==> src/wor_pkg.sv <==
// package: offsets, layout and reset values for the write-once option register
package wor_pkg;
    // ------------------------------------------------------------
    // register map
    // ------------------------------------------------------------
    localparam logic [11:0] SETUP_WORD_IDX     = 12'h01D;
    localparam logic [11:0] SETUP_WORD_ADDR    = {SETUP_WORD_IDX[9:0], 2'h0};
    localparam int          TRIG_SEL_BIT       = 1;
    localparam int          WDOG_EN_BIT        = 0;
    localparam int          STOP_EN_BIT        = 2;
    localparam logic [7:0]  SETUP_WORD_RST     = 8'h04;
    localparam logic [1:0]  AXI_OKAY           = 2'h0;
    localparam logic [1:0]  AXI_SLVERR         = 2'h2;

    typedef struct packed {
        logic ext_int_trigger_select;
        logic watchdog_enable;
    } wor_opts_s;
endpackage : wor_pkg

==> src/wor_setup_word.sv <==
// write-once option register with an axi4-lite slave port
`timescale 1ns/1ps
// ------------------------------------------------------------
// Functional notes
// - one software write accepted after each reset; reads allowed any time
// - trigger select 1 means edge only, 0 means edge and level
// - watchdog enable 1 runs the watchdog, 0 stops it
// - reset clears both option bits; low three bits read 100
// - register at 0x1D; trigger select bit 1, watchdog enable bit 0
// - stop instruction option fixed at manufacture, software cannot change it
// ------------------------------------------------------------
module wor_setup_word #(
    parameter bit STOP_ENABLED = 1'b1
) (
    input  wire logic                i_clk,
    input  wire logic                i_sys_rst,
    input  wire logic                i_ce,
    input  wire logic [11:0]         s_axi_awaddr,
    input  wire logic                s_axi_awvalid,
    output logic                     s_axi_awready,
    input  wire logic [31:0]         s_axi_wdata,
    input  wire logic [3:0]          s_axi_wstrb,
    input  wire logic                s_axi_wvalid,
    output logic                     s_axi_wready,
    output logic [1:0]               s_axi_bresp,
    output logic                     s_axi_bvalid,
    input  wire logic                s_axi_bready,
    input  wire logic [11:0]         s_axi_araddr,
    input  wire logic                s_axi_arvalid,
    output logic                     s_axi_arready,
    output logic [31:0]              s_axi_rdata,
    output logic [1:0]               s_axi_rresp,
    output logic                     s_axi_rvalid,
    input  wire logic                s_axi_rready,
    output wor_pkg::wor_opts_s       o_opts,
    output logic                     o_stop_enable,
    output logic                     o_locked
);
    import wor_pkg::*;

    function automatic logic hit(input logic [11:0] a);
        hit = (a[11:2] == SETUP_WORD_ADDR[11:2]);
    endfunction : hit

    // ------------------------------------------------------------
    // write channel
    // ------------------------------------------------------------
    logic        aw_q;
    logic        w_q;
    logic [11:0] awaddr_q;
    logic [31:0] wdata_q;
    logic [3:0]  wstrb_q;
    logic        trig_q;
    logic        wdog_q;
    logic        locked_q;
    logic        do_wr;

    // ready falls with the enable so a frozen slave never completes a handshake
    assign s_axi_awready = i_ce && !aw_q && !s_axi_bvalid;
    assign s_axi_wready  = i_ce && !w_q && !s_axi_bvalid;
    assign do_wr         = aw_q && w_q && !s_axi_bvalid;

    always_ff @(posedge i_clk) begin
        if (i_sys_rst) begin
            aw_q     <= 1'b0;
            awaddr_q <= 12'h000;
        end else if (i_ce) begin
            if (s_axi_awvalid && s_axi_awready) begin
                aw_q     <= 1'b1;
                awaddr_q <= s_axi_awaddr;
            end else if (do_wr) begin
                aw_q <= 1'b0;
            end
        end
    end

    always_ff @(posedge i_clk) begin
        if (i_sys_rst) begin
            w_q     <= 1'b0;
            wdata_q <= 32'h0000_0000;
            wstrb_q <= 4'h0;
        end else if (i_ce) begin
            if (s_axi_wvalid && s_axi_wready) begin
                w_q     <= 1'b1;
                wdata_q <= s_axi_wdata;
                wstrb_q <= s_axi_wstrb;
            end else if (do_wr) begin
                w_q <= 1'b0;
            end
        end
    end

    always_ff @(posedge i_clk) begin
        if (i_sys_rst) begin
            s_axi_bvalid <= 1'b0;
            s_axi_bresp  <= AXI_OKAY;
        end else if (i_ce) begin
            if (do_wr) begin
                s_axi_bvalid <= 1'b1;
                s_axi_bresp  <= hit(awaddr_q) ? AXI_OKAY : AXI_SLVERR;
            end else if (s_axi_bready) begin
                s_axi_bvalid <= 1'b0;
            end
        end
    end

    // ------------------------------------------------------------
    // option bits
    // ------------------------------------------------------------
    // a write with lane 0 off still spends the single write: software
    // only gets one try, whatever it carried
    always_ff @(posedge i_clk) begin
        if (i_sys_rst) begin
            trig_q   <= SETUP_WORD_RST[TRIG_SEL_BIT];
            wdog_q   <= SETUP_WORD_RST[WDOG_EN_BIT];
            locked_q <= 1'b0;
        end else if (i_ce && do_wr && hit(awaddr_q) && !locked_q) begin
            locked_q <= 1'b1;
            if (wstrb_q[0]) begin
                trig_q <= wdata_q[TRIG_SEL_BIT];
                wdog_q <= wdata_q[WDOG_EN_BIT];
            end
        end
    end

    assign o_opts.ext_int_trigger_select = trig_q;
    assign o_opts.watchdog_enable        = wdog_q;
    assign o_stop_enable                 = STOP_ENABLED;
    assign o_locked                      = locked_q;

    // ------------------------------------------------------------
    // read channel
    // ------------------------------------------------------------
    assign s_axi_arready = i_ce && !s_axi_rvalid;

    always_ff @(posedge i_clk) begin
        if (i_sys_rst) begin
            s_axi_rvalid <= 1'b0;
            s_axi_rdata  <= 32'h0000_0000;
            s_axi_rresp  <= AXI_OKAY;
        end else if (i_ce) begin
            if (s_axi_arvalid && s_axi_arready) begin
                s_axi_rvalid <= 1'b1;
                if (hit(s_axi_araddr)) begin
                    s_axi_rdata <= {29'h0, STOP_ENABLED, trig_q, wdog_q};
                    s_axi_rresp <= AXI_OKAY;
                end else begin
                    s_axi_rdata <= 32'h0000_0000;
                    s_axi_rresp <= AXI_SLVERR;
                end
            end else if (s_axi_rready) begin
                s_axi_rvalid <= 1'b0;
            end
        end
    end
endmodule : wor_setup_word

==> config.mk <==
export PLATFORM = sky130hd
export DESIGN_NAME = wor_setup_word
export DESIGN_NICKNAME = d
export VERILOG_FILES = /design/src/wor_pkg.sv /design/src/wor_setup_word.sv
export SDC_FILE = /design/constraint.sdc
export NUM_CORES = 1
export LEC_CHECK = 0
export BUFFER_PORTS_ARGS = -buffer_cell sky130_fd_sc_hd__buf_2
export CAP_MARGIN = 10
export CORE_MARGIN = 10
export CORE_UTILIZATION = 34
export CTS_BUF_LIST = sky130_fd_sc_hd__clkbuf_8
export DETAILED_ROUTE_END_ITERATION = 10
export PLACE_DENSITY_LB_ADDON = 0.3
export SYNTH_ARGS = -nofsm -noshare
export SYNTH_HDL_FRONTEND = slang
export SYNTH_SLANG_ARGS = --single-unit
==> constraint.sdc <==
create_clock -name i_clk -period 1.4 [get_ports i_clk]
set_input_delay 0.28 -clock i_clk [delete_from_list [all_inputs] [get_ports i_clk]]
set_output_delay 0.28 -clock i_clk [all_outputs]
set_load 0.02 [all_outputs]
== Yosys cells after proc, flatten, opt, wreduce, memory -nomap -nowiden ==
Index checks and enable logic that the tools add are counted.
W data, S select, Z words.
Operators by class
  equal/unequal tests: 2
  mux-type cells: 10
  reductions and logical operators: 31
Operators by type and width (count)
  $eq A10 B5 Y1 const B: 2
  $reduce_and A2 Y1: 9
  $logic_and A1 B1 Y1: 13
  $reduce_bool A2 Y1: 4
  $mux W1: 7
  $logic_not A1 Y1: 5
  $mux W2: 2
  $mux W3: 1
Word-level totals
  register bits after elaboration: 58
  bits of input ports: 68
  output and inout port bits: 45
  logic and storage cells: 56

== Longest topological paths before layout ==
  word-level depth: 6
  depth in mapped cells: 5
  gate-level depth less buffers: 3

== Worst setup path after synthesis ==
Ideal clock, no wire load.
  kind: reg2reg
  start: register awaddr_q[8]
  end: register trig_q
  setup time: 72 ps
  arrival: 1329 ps
  required time: 1328 ps
  setup slack: -1 ps
  cell stages (with the launch flop): 4
  clock period less this slack: 1401 ps
  cells stage by stage: dfxtp_1 -> or4_4 -> nor4_4 -> mux2i_1
Between the ends
  cells in the longest elaborated chain, start to end: 4
Ends and longest elaborated chain
  start, declared: line wor_setup_word.sv:50  | logic [11:0] awaddr_q;
  start signal, assigned: line wor_setup_word.sv:70  | awaddr_q <= s_axi_awaddr;
  $eq A10 B5 Y1: line wor_setup_word.sv:42  | hit = (a[11:2] == SETUP_WORD_ADDR[11:2]);
  $logic_and A1 B1 Y1 (2 in a row): line wor_setup_word.sv:117  | end else if (i_ce && do_wr && hit(awaddr_q) && !locked_q) begin
  $reduce_and A2 Y1 (no source line)
  end signal, assigned: line wor_setup_word.sv:114  | trig_q <= SETUP_WORD_RST[TRIG_SEL_BIT];
  end signal, assigned: line wor_setup_word.sv:120  | trig_q <= wdata_q[TRIG_SEL_BIT];
  end, declared: line wor_setup_word.sv:53  | logic trig_q;
Every way passes these cells.
A chain may end at the register's enable or synchronous reset.

== Final worst setup path ==
  start: register awaddr_q[7]
  end: register wdog_q
Between the ends
  cells in the longest elaborated chain, start to end: 4
Ends and longest elaborated chain
  $eq A10 B5 Y1: line wor_setup_word.sv:42
  $logic_and A1 B1 Y1 (2 in a row): line wor_setup_word.sv:117
  $reduce_and A2 Y1 (no source line)
  end signal, assigned: line wor_setup_word.sv:115  | wdog_q <= SETUP_WORD_RST[WDOG_EN_BIT];
  end signal, assigned: line wor_setup_word.sv:121  | wdog_q <= wdata_q[WDOG_EN_BIT];
  end, declared: line wor_setup_word.sv:54  | logic wdog_q;
Every way passes these cells.

==> results.json <==
{
  "status": "finished, violations left",
  "violations": "negative setup slack",
  "layout_common_cells": "buf_2 (43), conb_1 (32), nand2_1 (25)",
  "drt-pass1-iter-count": 4,
  "ys_ff_latch": 25,
  "yosysWarnings": 0,
  "grt-ovfl-total": 0,
  "syn_avg_cell_area_um2": 8.64,
  "ys_types": 28,
  "die_w_um": 81.7,
  "irDropWorstVdd_mv": 0.356,
  "fmax_mhz": 669,
  "worstSetupEndpointType": "flop",
  "final_util": 0.411,
  "finalWorstSetupSlack_ps": -94.3,
  "io_pins": 113,
  "vias": 988,
  "worstPathRequired_ps": 1610,
  "layout_commonest_cell": "buf_2",
  "slew_viol_final": 0,
  "muxShareOfSynthArea": 0.0386,
  "drive_gt1_frac": 0.326,
  "rsz0062_at_grt": "yes",
  "largest_register": "awaddr_q",
  "fin_cells": 241,
  "reg2regPathDepth": 3,
  "synth_top_family_by_area": "simple AND/OR/NAND/NOR gates",
  "fillers": 408,
  "numPortBuffers": 43,
  "yosys.area_share.simple": 0.273,
  "clk_latency_ps": 270,
  "antenna_found_initial": 0,
  "num_rows": 22,
  "cts_tree": "built",
  "cts_buffers": 3,
  "ant_nets": 0,
  "ys_seq_area_frac": 0.386,
  "hold_viol": 0,
  "syn2layout_area_growth_pct": 16.2,
  "fin_crit_ps": 1490,
  "n_antenna_cell": 0,
  "vias_per_cell": 4.10,
  "setup_viol": 4,
  "die_area_um2": 6680,
  "synthesis.area_um2": 1300,
  "yosys.area.top_type": "dfxtp_1",
  "dieHeight_um": 81.7,
  "synthCells": 150,
  "largest_reg_flops": 10,
  "groute.usage.overall": 0.0892,
  "fin_nets": 262,
  "p_per_area_nw_per_um2": 957,
  "placedCellCount": 236,
  "hold_depth": 3,
  "clock_skew_ps": 9.33,
  "fp.coreArea_um2": 3660,
  "routabilityCongestion": 0.758,
  "power.leakage_uw": 0.000709,
  "grt_max_degree": 22,
  "worstPathArrival_ps": 1700,
  "period_share": 1.07,
  "drc": 0,
  "root_buffer": "clkbuf_8",
  "first_iter_violations": 38,
  "critical_path_class": "flop to flop",
  "wl_um": 2940,
  "clkSlewWorstSetupHoldPaths_ps": 90,
  "clock_path_buffers": 2,
  "clock_sinks": 25,
  "synth-adder-area-share": 0,
  "grt_pass1_vias": 1056,
  "synthXorXnorAreaFrac": 0,
  "hpwl_um": 2440,
  "start_kind": "flop",
  "yosys-top-cells-area": "dfxtp_1 (39%), buf_4 (20%), nand2_1 (7.2%)",
  "synth_compound_area_frac": 0.0772,
  "wl_per_cell_um": 12.2,
  "largestRegisters": "awaddr_q: 10 flops, s_axi_rdata: 3 flops, wdata_q: 2 flops",
  "start_util": 0.354,
  "grt_pass1_wl_um": 4740,
  "crit_fanout": 3,
  "hold_class": "primary input to flop",
  "netlist.area_leader.share": 0.386,
  "cts_max_level": 1,
  "maxCapViolations": 0
}
-- per-stage QoR --
step | setup TNS, ps | area [µm²] | hold slack, ps | power (µW) | worst slack, ps
6_report | -296 | 1510 | 234 | 1440 | -94.3
2_1_floorplan | -1.85 | 1410 | 416 | 1020 | -0.925
4_1_cts | -362 | 1490 | 233 | 1460 | -110
3_3_place_gp | -241 | 1440 | 436 | 1020 | -88.9
3_5_place_dp | -339 | 1440 | 449 | 1030 | -103
5_1_grt | -731 | 1510 | 250 | 1530 | -196
-- timing repair --
| action | in CTS | in global routing |
|---|---|---|
| setup endpoints to repair | 4 | 6 |
| gates cloned | 0 | 0 |
| hold buffers | 0 | 0 |
| gates resized for setup | 0 | 5 |
| pin swaps | 0 | 2 |
| setup buffers | 0 | 1 |
-- cell families after synthesis --
group | Yosys count
simple gates | 58
other cells | 2
mux | 5
flops | 25
buf+inv | 41
compound gates | 19
-- power breakdown --
part           internal, µW  switching [µW]  leakage, µW
combinational          89.2             167     0.000482
clock                   201             227    0.0000217
sequential              739            18.8     0.000205
total                  1030             413     0.000709
-- critical path: stages (launching register included) --
cell and delay, ps:
dfxtp_2 330, or4bb_4 550, nor4_4 350, mux2i_1 210
-- cells in the mapped netlist --
cell	instances
and4bb_2	2
nand4bb_1	1
nand3b_1	3
clkbuf_1	4
inv_1	1
a21oi_1	16
nand4b_1	2
conb_1	2
or4_4	1
and4b_1	1
o21ai_0	2
and2_1	1
nand2b_1	6
nor4_1	1
nor2b_1	2
nor3_1	1
clkbuf_2	1
nand4b_4	1
buf_4	34
nor4b_1	1
nand2_1	25
buf_2	1
nor4_4	1
dfxtp_1	25
or4bb_1	1
mux2i_1	5
o21ba_1	1
nor2_1	8
-- layout make-up --
class / instances / area, µm² / share of cell area
flip-flops and latches: 25 / 505 / 0.336
inverters: 1 / 3.75 / 0.00249
well taps: 48 / 60.1 / 0.0399
multi-input cells: 114 / 628 / 0.417
repair buffers: 49 / 260 / 0.173
clock buffers: 3 / 41.3 / 0.0274
clock inverters: 1 / 7.51 / 0.00498
-- per-layer routing --
layer,vias up,share of wire,global-route usage
met4,0,0.012,0.0408
li1,515,-,-
met1,433,0.42,0.100
met5,-,0,0
met2,38,0.46,0.147
met3,2,0.11,0.0338
-- path summary, 6_finish.rpt --
check	start	end	slack, ps
setup reg to reg	awaddr_q[7]$_SDFFE_PP0P_	wdog_q$_SDFFE_PP0P_	-90
hold / removal	s_axi_awaddr[6]	awaddr_q[6]$_SDFFE_PP0P_	230
setup / recovery	awaddr_q[7]$_SDFFE_PP0P_	wdog_q$_SDFFE_PP0P_	-90
hold reg to reg	awaddr_q[10]$_SDFFE_PP0P_	awaddr_q[10]$_SDFFE_PP0P_	460
Note: power is estimated with default switching activity, not from simulation.
